==> config.mk <==
export PLATFORM = sky130hd
export DESIGN_NAME = lprtc_ctrl
export DESIGN_NICKNAME = d
export VERILOG_FILES = /design/src/rtl/lprtc_pkg.sv /design/src/rtl/lprtc_ctrl.sv /design/src/rtl/lprtc_store.sv
export SDC_FILE = /design/constraint.sdc
export NUM_CORES = 1
export LEC_CHECK = 0
export ABC_AREA = 1
export BUFFER_PORTS_ARGS = -buffer_cell sky130_fd_sc_hd__buf_2
export CAP_MARGIN = 30
export CORE_MARGIN = 2
export CORE_UTILIZATION = 60
export CTS_BUF_LIST = sky130_fd_sc_hd__clkbuf_16
export DETAILED_ROUTE_END_ITERATION = 6
export PLACE_DENSITY = 0.79
export SETUP_SLACK_MARGIN = 0.5
export SLEW_MARGIN = 40
export SYNTH_ARGS = -nofsm -noshare
export SYNTH_HDL_FRONTEND = slang
export SYNTH_SLANG_ARGS = --single-unit
==> constraint.sdc <==
create_clock -name sys_clk_i -period 6.3 [get_ports sys_clk_i]
set_input_delay 0.63 -clock sys_clk_i [delete_from_list [all_inputs] [get_ports sys_clk_i]]
set_output_delay 0.63 -clock sys_clk_i [all_outputs]
set_load 0.01 [all_outputs]
==> src/rtl/lprtc_pkg.sv <==
/*
 * Package for the low-power timekeeping retention controller: counter
 * modes, interrupt source positions, reset values and storage geometry.
 * Assumes a single system clock domain; control bits are plain ports except the store request and event structs.
 */
`default_nettype none
package lprtc_pkg;

	// ****************************************************************
	// Geometry
	// ****************************************************************
	localparam int LPRTC_DATA_W = 32;
	localparam int LPRTC_WORDS = 16;
	localparam int LPRTC_ADDR_W = 4;
	localparam int LPRTC_IRQ_W = 7;
	localparam int LPRTC_GPIO_W = 8;

	// ****************************************************************
	// Interrupt source bit positions
	// ****************************************************************
	localparam int LPRTC_IRQ_WR_DONE = 0;
	localparam int LPRTC_IRQ_PIN_WAKE = 1;
	localparam int LPRTC_IRQ_BATTERY_LOW = 2;
	localparam int LPRTC_IRQ_MATCH0 = 3;
	localparam int LPRTC_IRQ_SUPPLY_FAIL = 4;
	localparam int LPRTC_IRQ_RESET_WAKE = 5;
	localparam int LPRTC_IRQ_GPIO_WAKE = 6;

	// ****************************************************************
	// Reset values and timing
	// ****************************************************************
	localparam logic [6:0] LPRTC_IRQ_RST = 7'h00;
	localparam logic [7:0] LPRTC_GPIO_RST = 8'h00;
	// Cycles a slow-domain write takes to land
	localparam logic [3:0] LPRTC_WR_CYCLES = 4'h4;

	// Counter modes
	typedef enum logic [1:0]
	{
		LPRTC_MODE_SECONDS,
		LPRTC_MODE_CAL24,
		LPRTC_MODE_CAL12
	} lprtc_mode_e;

	// Interrupt event inputs
	typedef struct packed
	{
		logic supply_fail;
		logic reset_wake;
		logic gpio_wake;
		logic match0;
		logic battery_low;
		logic pin_wake;
	} lprtc_evt_s;

	// Storage access request
	typedef struct packed
	{
		logic wr;
		logic rd;
		logic [3:0] addr;
		logic [31:0] wdata;
	} lprtc_mem_req_s;

endpackage
`default_nettype wire

==> src/rtl/lprtc_ctrl.sv <==
/*
 * Control side of the low-power timekeeping block: counter mode select,
 * module enable, word store access, GPIO retention and interrupt unit.
 * Assumes one 100 MHz clock; wake and battery events arrive from pins or
 * analog logic and are synchronised here.
 */
`timescale 1ns/1ps
`default_nettype none
module lprtc_ctrl
	import lprtc_pkg::*;
(
	// Clock and reset
	input wire logic sys_clk_i,
	input wire logic rst_b_i,
	input wire logic ce_i,
	// Module enable and counter mode
	input wire logic enable_i,
	input wire logic mode_wr_i,
	input wire logic mode_calendar_24h_i,
	input wire logic mode_calendar_12h_ampm_i,
	output lprtc_mode_e mode_o,
	output logic mode_err_o,
	output logic calendar_ok_o,
	output logic active_o,
	// Word store
	input wire lprtc_mem_req_s mem_req_i,
	output logic [LPRTC_DATA_W-1:0] mem_rdata_o,
	output logic mem_rvalid_o,
	// Slow-domain register write
	input wire logic slow_wr_i,
	output logic slow_busy_o,
	// GPIO retention
	input wire logic ret_enable_i,
	input wire logic ret_release_i,
	input wire logic hibernate_i,
	input wire logic [LPRTC_GPIO_W-1:0] gpio_ctrl_out_i,
	input wire logic [LPRTC_GPIO_W-1:0] gpio_ctrl_oe_i,
	output logic [LPRTC_GPIO_W-1:0] gpio_pad_o,
	output logic [LPRTC_GPIO_W-1:0] gpio_pad_oe_o,
	output logic ret_status_o,
	output logic gpio_ctrl_rst_o,
	// Interrupt unit
	input wire lprtc_evt_s evt_i,
	input wire logic [LPRTC_IRQ_W-1:0] irq_en_set_i,
	input wire logic [LPRTC_IRQ_W-1:0] irq_en_clr_i,
	input wire logic [LPRTC_IRQ_W-1:0] irq_clear_i,
	output logic [LPRTC_IRQ_W-1:0] irq_raw_o,
	output logic [LPRTC_IRQ_W-1:0] irq_masked_o,
	output logic [LPRTC_IRQ_W-1:0] irq_en_o,
	output logic irq_o
);

	// ****************************************************************
	// Event input synchronisers
	// ****************************************************************
	logic [5:0] evt_s1; // First stage, read only by second
	logic [5:0] evt_s2; // Second stage
	logic [5:0] evt_s3; // Third stage
	logic [5:0] evt_last; // Last agreed level
	logic [5:0] evt_rise; // Agreed rising edge

	// Three-flop chain on asynchronous event lines
	always_ff @(posedge sys_clk_i or negedge rst_b_i)
	begin
		if (!rst_b_i)
		begin
			evt_s1 <= 6'h00;
			evt_s2 <= 6'h00;
			evt_s3 <= 6'h00;
		end
		else if (ce_i)
		begin
			evt_s1 <= evt_i;
			evt_s2 <= evt_s1;
			evt_s3 <= evt_s2;
		end
	end

	// Each bit's agreed level moves only when its stages two and three
	// match, so one noisy line cannot hold back the others
	always_ff @(posedge sys_clk_i or negedge rst_b_i)
	begin
		if (!rst_b_i)
			evt_last <= 6'h00;
		else if (ce_i)
			evt_last <= (evt_s3 & ~(evt_s2 ^ evt_s3)) | (evt_last & (evt_s2 ^ evt_s3));
	end

	always_comb
	begin
		evt_rise = (evt_s2 & evt_s3) & ~evt_last;
	end

	// ****************************************************************
	// Enable and counter mode
	// ****************************************************************
	logic en; // Module enabled

	always_ff @(posedge sys_clk_i or negedge rst_b_i)
	begin
		if (!rst_b_i)
			en <= 1'b0;
		else if (ce_i)
			en <= enable_i;
	end

	// Mode write: both calendar bits at once is refused
	always_ff @(posedge sys_clk_i or negedge rst_b_i)
	begin
		if (!rst_b_i)
		begin
			mode_o <= LPRTC_MODE_SECONDS;
			mode_err_o <= 1'b0;
		end
		else if (ce_i && en && mode_wr_i)
		begin
			mode_err_o <= mode_calendar_24h_i & mode_calendar_12h_ampm_i;
			if (mode_calendar_24h_i && mode_calendar_12h_ampm_i)
				mode_o <= mode_o;
			else if (mode_calendar_24h_i)
				mode_o <= LPRTC_MODE_CAL24;
			else if (mode_calendar_12h_ampm_i)
				mode_o <= LPRTC_MODE_CAL12;
			else
				mode_o <= LPRTC_MODE_SECONDS;
		end
	end

	// Calendar access permitted only in a calendar mode
	always_comb
	begin
		calendar_ok_o = en && (mode_o != LPRTC_MODE_SECONDS);
		active_o = en;
	end

	// ****************************************************************
	// Word store
	// ****************************************************************
	logic mem_wr; // Gated write
	logic mem_rd; // Gated read

	always_comb
	begin
		mem_wr = en && mem_req_i.wr;
		mem_rd = en && mem_req_i.rd && !mem_req_i.wr;
	end

	lprtc_store u_store
	(
		.sys_clk_i(sys_clk_i),
		.ce_i(ce_i),
		.wr_i(mem_wr),
		.rd_i(mem_rd),
		.addr_i(mem_req_i.addr),
		.wdata_i(mem_req_i.wdata),
		.rdata_o(mem_rdata_o)
	);

	// Read data valid one cycle after the request
	always_ff @(posedge sys_clk_i or negedge rst_b_i)
	begin
		if (!rst_b_i)
			mem_rvalid_o <= 1'b0;
		else if (ce_i)
			mem_rvalid_o <= mem_rd;
	end

	// ****************************************************************
	// Slow-domain write tracking
	// ****************************************************************
	logic [3:0] wr_cnt; // Cycles left for the write to land
	logic wr_done; // Write finished this cycle

	always_ff @(posedge sys_clk_i or negedge rst_b_i)
	begin
		if (!rst_b_i)
			wr_cnt <= 4'h0;
		else if (ce_i)
		begin
			if (!en)
				wr_cnt <= 4'h0;
			else if (slow_wr_i && wr_cnt == 4'h0)
				wr_cnt <= LPRTC_WR_CYCLES;
			else if (wr_cnt != 4'h0)
				wr_cnt <= wr_cnt - 4'h1;
		end
	end

	always_comb
	begin
		slow_busy_o = (wr_cnt != 4'h0);
		wr_done = en && (wr_cnt == 4'h1);
	end

	// ****************************************************************
	// GPIO retention
	// ****************************************************************
	logic ret_en; // Retention armed
	logic holding; // Latches own the pads
	logic [LPRTC_GPIO_W-1:0] hold_out; // Latched levels
	logic [LPRTC_GPIO_W-1:0] hold_oe; // Latched enables

	// Retention setting; release wins over enable
	always_ff @(posedge sys_clk_i or negedge rst_b_i)
	begin
		if (!rst_b_i)
			ret_en <= 1'b0;
		else if (ce_i)
		begin
			if (!en || ret_release_i)
				ret_en <= 1'b0;
			else if (ret_enable_i)
				ret_en <= 1'b1;
		end
	end

	// Capture pin state on hibernation entry, hold until release
	always_ff @(posedge sys_clk_i or negedge rst_b_i)
	begin
		if (!rst_b_i)
		begin
			holding <= 1'b0;
			hold_out <= LPRTC_GPIO_RST;
			hold_oe <= LPRTC_GPIO_RST;
		end
		else if (ce_i)
		begin
			if (!ret_en)
				holding <= 1'b0;
			else if (hibernate_i && !holding)
			begin
				holding <= 1'b1;
				hold_out <= gpio_ctrl_out_i;
				hold_oe <= gpio_ctrl_oe_i;
			end
		end
	end

	// Pad mux: latches drive while holding, pads undriven in hibernation without retention, controller otherwise
	always_comb
	begin
		gpio_ctrl_rst_o = hibernate_i;
		if (holding)
		begin
			gpio_pad_o = hold_out;
			gpio_pad_oe_o = hold_oe;
		end
		else if (hibernate_i && !ret_en)
		begin
			// No retention armed: nothing drives the pads
			gpio_pad_o = LPRTC_GPIO_RST;
			gpio_pad_oe_o = LPRTC_GPIO_RST;
		end
		else
		begin
			// Also the capture cycle on entry, so the pads do not drop
			// for one cycle before the latches take over
			gpio_pad_o = gpio_ctrl_out_i;
			gpio_pad_oe_o = gpio_ctrl_oe_i;
		end
		ret_status_o = ret_en;
	end

	// ****************************************************************
	// Interrupt unit
	// ****************************************************************
	logic [LPRTC_IRQ_W-1:0] irq_set; // New events this cycle

	always_comb
	begin
		irq_set = 7'h00;
		irq_set[LPRTC_IRQ_WR_DONE] = wr_done;
		irq_set[LPRTC_IRQ_PIN_WAKE] = evt_rise[0];
		irq_set[LPRTC_IRQ_BATTERY_LOW] = evt_rise[1];
		irq_set[LPRTC_IRQ_MATCH0] = evt_rise[2];
		irq_set[LPRTC_IRQ_RESET_WAKE] = evt_rise[4];
		irq_set[LPRTC_IRQ_GPIO_WAKE] = evt_rise[3] | evt_rise[4];
		irq_set[LPRTC_IRQ_SUPPLY_FAIL] = evt_rise[5];
		if (!en)
			irq_set = 7'h00;
	end

	// Enable mask; set wins over disable in the same cycle
	always_ff @(posedge sys_clk_i or negedge rst_b_i)
	begin
		if (!rst_b_i)
			irq_en_o <= LPRTC_IRQ_RST;
		else if (ce_i && en)
			irq_en_o <= (irq_en_o & ~irq_en_clr_i) | irq_en_set_i;
	end

	// Pending flags; a new event wins over a clear
	always_ff @(posedge sys_clk_i or negedge rst_b_i)
	begin
		if (!rst_b_i)
			irq_raw_o <= LPRTC_IRQ_RST;
		else if (ce_i)
			irq_raw_o <= (irq_raw_o & ~irq_clear_i) | irq_set;
	end

	// Masked status and interrupt line
	always_comb
	begin
		irq_masked_o = irq_raw_o & irq_en_o;
		irq_o = en && (|irq_masked_o);
	end

endmodule
`default_nettype wire

==> src/rtl/lprtc_store.sv <==
/*
 * Battery-backed word store: sixteen 32-bit words with registered read.
 * Assumes it sits on the always-on supply; it has no reset so its contents
 * survive any reset of the main logic.
 */
`timescale 1ns/1ps
`default_nettype none
module lprtc_store
	import lprtc_pkg::*;
(
	// Clock
	input wire logic sys_clk_i,
	input wire logic ce_i,
	// Access
	input wire logic wr_i,
	input wire logic rd_i,
	input wire logic [LPRTC_ADDR_W-1:0] addr_i,
	input wire logic [LPRTC_DATA_W-1:0] wdata_i,
	output logic [LPRTC_DATA_W-1:0] rdata_o
);

	// Storage array, never reset
	logic [LPRTC_DATA_W-1:0] mem [LPRTC_WORDS];

	// Write port
	always_ff @(posedge sys_clk_i)
	begin
		if (ce_i && wr_i)
			mem[addr_i] <= wdata_i;
	end

	// Registered read port
	always_ff @(posedge sys_clk_i)
	begin
		if (ce_i && rd_i)
			rdata_o <= mem[addr_i];
	end

endmodule
`default_nettype wire

=== Word-level counts from Yosys, hierarchy flattened ===
Memories as Yosys holds them, arrays and structs flattened. A register that Yosys moved wholly into a read port is not among the register bits.
Index checks and enable logic that the tools add are counted.
W data, S select, Z words.

* RAM bits: 512
* Output and inout bits: 79
* Memories: 1
* Logic and storage cells: 83
* Bits of input ports: 92
* Register bits: 65

{| class="wikitable"
|+ Memories
! memory !! words !! width !! rd ports !! clocked after memory_dff !! write ports !! RTL line !! source
|-
| u_store.mem || 16 || 32 || 1 || 1 || 1 || lprtc_store.sv:23 || <nowiki>logic [LPRTC_DATA_W-1:0] mem [LPRTC_WORDS];</nowiki>
|}

* Equality and inequality tests: 3
* Add/sub/neg operators: 1
* Multiplexer cells: 16
* Bitwise gates (word level): 18
* Reductions and logical operators: 29

{| class="wikitable"
|+ Operators by type and width
! kind !! count
|-
| $mux W8 || 4
|-
| $and A6 B6 Y6 || 4
|-
| $and A7 B7 Y7 || 3
|-
| $logic_and A1 B1 Y1 || 14
|-
| $not A7 Y7 || 2
|-
| $or A7 B7 Y7 || 2
|-
| $mux W4 || 3
|-
| $not A6 Y6 || 2
|-
| $reduce_and A2 Y1 || 4
|-
| $mux W7 || 1
|-
| $reduce_or A7 Y1 || 1
|-
| $mux W1 || 6
|-
| $or A6 B6 Y6 || 1
|-
| $xor A6 B6 Y6 || 1
|-
| $eq A4 B1 Y1 const B || 1
|-
| $logic_not A1 Y1 || 4
|-
| $logic_not A4 Y1 || 1
|-
| $mux W2 || 2
|-
| $reduce_bool A2 Y1 || 2
|-
| $reduce_bool A4 Y1 || 1
|-
| $sub A4 B1 Y4 const B || 1
|-
| $ne A3 B2 Y1 const B || 1
|-
| $reduce_and A3 Y1 || 1
|-
| $ne A2 B1 Y1 const B || 1
|-
| 4 further kinds || 4
|}

=== Logic depth before layout (Yosys ltp) ===
Gate-level depths: netlist of the first run.

* Word-level depth: 5
* Mapped depth: 12
* Depth with buffers taken out: 9

=== Hierarchy ===
From an unflattened synthesis of the first run, not the netlist that was laid out.

* Cell total of the unflattened synthesis: 2503
* Area, all modules: 25644.6 µm²

{| class="wikitable"
|+ Modules (own cells, without submodules)
! module !! times used !! cells an instance !! seq. area each (µm²) !! area each (µm²)
|-
| lprtc_store || 1 || 2117 || 16335.7 || 22549.1
|-
| lprtc_ctrl || 1 || 386 || 1626.6 || 3095.5
|}

=== Worst setup path before layout of the first run ===
No wires, ideal clock.

* Path kind: input port to flip-flop
* Start point: input mem_req_i[33] in the netlist's numbering
* End point: memory u_store.mem[0][0] (enable)
* Path buffers: 3
* Arrival time: 2700 ps
* Setup slack: 3179 ps
* Data required time: 5879 ps
* Stages on the path: 6
* Library setup time: 421 ps
* Cell sequence: buf_2 -> inv_1 -> buf_2 -> buf_2 -> nand3_1 -> nor2_1

{| class="wikitable"
|+ RTL lines
! element !! RTL line !! source
|-
| start, declared || lprtc_ctrl.sv:26 || <nowiki>input wire lprtc_mem_req_s mem_req_i,</nowiki>
|-
| end, declared || lprtc_store.sv:23 ||
|}

Straight into the memory's write port.

=== Worst setup path after layout of the first run ===
* Start point: input ce_i
* End point: memory u_store.mem[2][1] (enable)

* Word-level cells in the longest chain between the ends: 3

{| class="wikitable"
|+ RTL lines
! element !! RTL line !! source
|-
| start, declared || lprtc_ctrl.sv:15 || <nowiki>input wire logic ce_i,</nowiki>
|-
| $logic_and A1 B1 Y1 || lprtc_store.sv:28 || <nowiki>if (ce_i && wr_i)</nowiki>
|-
| $mux W1 || lprtc_store.sv:28 ||
|-
| $mux W1 (not written as such) || lprtc_store.sv:29 || <nowiki>mem[addr_i] <= wdata_i;</nowiki>
|}

No other way between the ends.

==> results of run 1 <==
==> final timing paths <==
path,endpoint,cells past startpoint
worst max-delay path,u_store.mem[2][1],7
worst min-delay path,active_o,3
worst max register to register,u_store.mem[2][1],6
worst min register to register,evt_s2[1],2
max in group asynchronous,hold_oe[1],3
min in group asynchronous,asynchronous set/reset pin,2
==> area by class of cell <==
type | count | area (um2) | area share, %
multi-input cells | 1649 | 6580 | 22.8
inverters | 117 | 447 | 1.55
repair buffers | 211 | 1450 | 5.01
clock buffers | 58 | 1450 | 5.03
clock inverters | 47 | 324 | 1.12
flip-flops and latches | 609 | 18000 | 62.2
well taps | 539 | 674 | 2.33
==> state kept, by name (all words and copies together), names as in the netlist, 2 cells and up, named ones only <==
register / cells
u_store.mem: 512
u_store.rdata_o: 32
hold_oe: 8
hold_out: 8
irq_en_o: 7
irq_raw_o: 7
evt_s1: 6
evt_s2: 6
evt_s3: 6
wr_cnt: 4
mode_o: 2
==> power by group through the flow <==
stage / Sequential (mW) / Combinational (mW) / Clock (mW)
global placement: 4.65 / 0.677 / 0
global route: 4.58 / 0.814 / 3.43
CTS: 4.57 / 0.715 / 3.28
floorplan: 4.65 / 0.435 / 0
detailed placement: 4.65 / 0.706 / 0
finish: 4.57 / 0.718 / 3.25
==> timing repair <==
| action | 4_1_cts | 5_1_grt |
|---|---|---|
| setup buffers | 0 | 0 |
| endpoints found under the hold margin | 12 | 0 |
| hold buffers | 1 | 0 |
==> layer usage <==
| layer | GRT usage, % | wire [um] |
|---|---|---|
| met5 | 0 | 0 |
| met4 | 12.8 | 2610 |
| met3 | 3.46 | 3600 |
| met2 | 47.0 | 29100 |
| met1 | 32.7 | 22200 |
==> cell usage in the layout, fill, tap and decap left out, drive strengths merged, types with 3 or more instances in the layout <==
cell type and count:
edfxtp 544, buf 210, nand4 3, o21ai 33, inv 131, bufinv 3
ha 9, clkinv 29, nand2 1524, nor2 34, clkbuf 58, nand3 30
a22o 7, a32o 5, dfrtp 65
==> per-stage QoR <==
| stage | instances | cell area (um2) | utilization, % |
|---|---|---|---|
| floorplan | 2489 | 25500 | - |
| global placement | 3096 | 26600 | 63.4 |
| detailed placement | 3123 | 27100 | 64.6 |
| CTS | 3229 | 28900 | 68.8 |
| global route | 3230 | 28900 | 68.9 |
| finish | 3230 | 28900 | 68.9 |
==> logic make-up after synthesis <==
kind of cell | synth area share [%]
adder cells (fa/ha/maj) | 0.442
flip-flops | 70.5
AND/OR/NAND/NOR | 23.7
XOR/XNOR | 0.0344
AO/OA/AOI/OAI | 1.14
buffers and inverters | 4.20
==> worst register-to-register path: cells and delay by family (launching register included) <==
kind                   cells  cell delay (ns)
and+or+nand+nor            4             1.79
DFF                        1             0.51
buffers and inverters      2             0.41
==> reports/results.ini, run 1 <==
[power_and_ir_drop]
power_density_nw_per_um2=296
switching_power_mw=2.01
p_int_mw=6.53
p_comb_share_pct=8.4
power_mw=8.54
swShare_pct=23.5
vdd_drop_max_mv=0.245
p_seq_share_pct=53.6
clkPwrFrac_pct=38.0
static-leakage-power_nw=12.8

[timing]
fin_setup_tns_ns=0
final-max-slew-violation-count=0
tightestPinTransition_ns=0.816
clock_skew_ns=0.0241
relSlewSlack_pct=45.6
fin_worst_hold_slack_ns=0.236
final-hold-violation-count=0
fin_crit_ns=3.07
rsz0062_at_grt=false
fmax_mhz=326
fin_ws_ns=3.23
finalSetupViolations=0
fin_crit_sh_pct=48.7

[detailed_routing]
drc=1
wl_um=57600
viasPerCell=5.36
drt-initial-drc-count=1557
wl_per_cell_um=17.8
vias=17304
drt-pass1-iter-count=7
ant_nets=0

[finish]
syn2layout_area_growth_pct=13.4
layout-drive-gt1-share_pct=11.5
insertedDiodeCount=0
fillerInstances=2898
fin_nets=2747

[floorplanning]
start_util_pct=60.7
die_w_um=210
num_io_pins=171
core_um2=41900
dieArea_um2=44100
die_h_um=210
floorplan.rows=75

[clocking]
worstSkewPairLatency_ns=0.63
cts_max_level=2
cts.clk_slew.worst_paths_ns=0.06
cts_buffer_depth=3
clock_sinks=609
cts_root_buf=clkbuf_16
cts_tree=yes
post_cts_resized=0
cts_buffers=58

[synthesis]
synth_top_area_share_pct=64.2
syn-num-nets=2590
avgSynthCellArea_um2=10.2
synthTopCellsByArea=edfxtp_1, nand2_1, dfrtp_1
synth_top_area_cell=edfxtp_1
synthMostInstantiatedCell=nand2_1
synth_edf_count=544
async_reset_ff_share_pct=10.7
synth_common_cells=nand2_1, edfxtp_1, inv_1, dfrtp_1, buf_2
synthFlopType=edfxtp_1
synth_seq_area_share_pct=70.5
netlist_area_um2=25500
ys_types=22
synth-seq-cells=609
synth_cells=2489
yosysWarnings=0

[worst_setup_path]
crit_arrival_ns=3.40
critPathSlowestCell=nor2_4
worst-path-buf-inv=3
cp.required_ns=6.63
worstSetupEndpointType=flop
cpLargestDelayFamily=simple AND/OR/NAND/NOR gates
crit_chain=buf_2 -> nand2_1 -> nor2_1 -> nand3_1 -> nor2_4 -> buf_8 -> buf_8
critical_path_peak_fanout=34
rrSetupSlack_ns=3.30
worstSetupStartpointType=primary input
rr_startpoint=active_o
critical_path.startpoint=ce_i
critPathKind=in2reg
crit_top_cell=buf_8
crit_path_max_incr_delay_ns=0.54

[worst_hold_path]
worst_hold_startpoint=enable_i
hold_class=in2reg

[global_route]
grt_pass1_vias=17293
grt_pass1_wl_um=90200
antenna_found_initial=0
track_usage_pct=26.6
grt_overflow=0
grt_max_degree=100

[placement]
port_buffers=170
gp_congestion=0.835
dp_hpwl_um=34700
dp_slack_ns=2.77

[flow_run]
drv_cap=0

[run_status]
violations=DRC
status=finished with violations

Power figures use the tool's default switching activity.
==> run 2: changes to the inputs <==
Settings changed: CORE_UTILIZATION 60 to 55, PLACE_DENSITY 0.79 to 0.76.
Clock period 6.3 ns to 2.67 ns, I/O delays scaled along.
==> reports/results.ini, run 2 (synthesis gave the netlist of run 1 again) <==
[run_status]
status=finished, final reports clean

[placement]
placed_cell_area_um2=27100
port_buffers=170
gp_congestion=0.823
dp_hpwl_um=33500
dp_slack_ns=0.286

[power_and_ir_drop]
power_mw=20.6
static-leakage-power_nw=13.1
swShare_pct=23.4
p_int_mw=15.8
vdd_drop_max_mv=0.619
p_comb_share_pct=8.8
power_density_nw_per_um2=695
p_seq_share_pct=52.4
switching_power_mw=4.82
clkPwrFrac_pct=38.8

[worst_setup_path]
cp.required_ns=2.40
critPathKind=reg2out
worstSetupStartpointType=flop
worstSetupEndpointType=output port
critical_path.startpoint=irq_en_o[5]
critical_path_peak_fanout=3
rr_startpoint=active_o
crit_arrival_ns=1.76

[floorplanning]
dieArea_um2=48000
die_w_um=219
start_util_pct=55.9
core_um2=45600
die_h_um=219
floorplan.rows=78
num_io_pins=171

[detailed_routing]
vias=17645
viasPerCell=5.24
drt-initial-drc-count=1712
drc=0
met1Wirelength_um=23500
wl_met2_um=30400
drt-pass1-iter-count=6
wl_per_cell_um=18.0
highest_layer=met5
wl_um=60700
ant_nets=0
wl_met3_um=4330

[timing]
relSlewSlack_pct=40.1
fin_ws_ns=0.647
rsz0062_at_grt=false
fmax_mhz=494
fin_crit_ns=2.02
finalSetupViolations=0
final-max-slew-violation-count=0
clock_skew_ns=0.0155
tightestPinTransition_ns=0.899
final-hold-violation-count=0
fin_setup_tns_ns=0
fin_crit_sh_pct=75.8

[finish]
layout_common_cells=nand2_1, edfxtp_1, buf_2, inv_1, dfrtp_1
syn2layout_area_growth_pct=16.4
final_common_cell=nand2_1
largest_register_ffs=512
top_register=u_store.mem
final_area_um2=29600
fin_nets=2819
layout-drive-gt1-share_pct=12.1
largest_registers=u_store.mem (512), u_store.rdata_o (32)

[global_route]
grt_max_degree=174
track_usage_pct=25.7
antenna_found_initial=4
grt_pass1_wl_um=93900
grt_pass1_vias=17470
grt_overflow=0

[clocking]
cts.clk_slew.worst_paths_ns=0.06
cts_root_buf=clkbuf_16
cts_buffer_depth=3
worstSkewPairLatency_ns=0.63
clock_sinks=609
cts_buffers=59
cts_tree=yes
cts_max_level=2

[worst_hold_path]
worst_hold_startpoint=mem_req_i[7]
hold_class=in2reg

[flow_run]
drv_cap=0

==> run 2: changes by cell type in the layout (fill, tap and decap cells not counted), sizes merged <==
cell         change
buf             +14
clkinv           -4
inv              +5
dlygate4sd3     +57
clkbuf           +1
clkinvlp         +1
diode            +3
bufinv           +2
==> run 2: final timing paths <==
check / to / slack, ns / depth (start not counted)
max: irq_o / 0.65 / 5
min: u_store.mem[7][7] / 0.03 / 1
max reg2reg: u_store.mem[6][18] / 0.67 / 6
min reg2reg: evt_s1[1] / 0.47 / 2
max in group asynchronous: holding / 1.68 / 3
min in group asynchronous: wr_cnt[1] / 0.17 / 2
==> run 2: per-layer routing <==
metal	track usage, %	vias up
li1	-	8442
met1	31.6	8318
met2	44.8	716
met3	3.87	167
met4	11.8	2
met5	0	-
==> run 2: critical path, cell delays in order (launching register included) <==
cell and delay (ns):
dfrtp_1 0.40, nand2_1 0.14, nand4_1 0.20, nor2_1 0.16, nor2_1 0.09, buf_2 0.15
==> run 2: power by group through the flow <==
stage	clock, mW	combinational (mW)	sequential, mW
after detailed placement	0	1.66	11.0
after global placement	0	1.60	11.0
final	7.98	1.81	10.8
after CTS	8.11	1.79	10.8
after global routing	8.45	2.03	10.8
after floorplan	0	1.03	11.0
==> run 2: final cells by class <==
cell class              count  area, um2
clock buffers              59       1480
multi-input cells        1649       6600
fillers                  3323      15900
repair buffers            282       2000
inverters                 117        447
well taps                 600        751
diodes                      3       7.51
flip-flops and latches    609      18000
clock inverters            51        384
==> run 2: what timing repair did <==
action	4_1_cts	5_1_grt
gates cloned	0	0
hold buffers	58	0
setup buffers	3	0
resized for setup	17	5
hold endpoints to repair	145	0
pin swaps	3	0
setup endpoints to repair	411	404
==> run 2: metrics by stage <==
stage | util (%) | std cells | hold slack [ns]
global route | 65.0 | 3370 | 0.0210
detailed placement | 59.4 | 3196 | 0.270
finish | 65.0 | 3370 | 0.0310
CTS | 65.0 | 3367 | 0.00000153
global placement | 59.4 | 3196 | 0.277
floorplan | - | 2489 | -0.0286
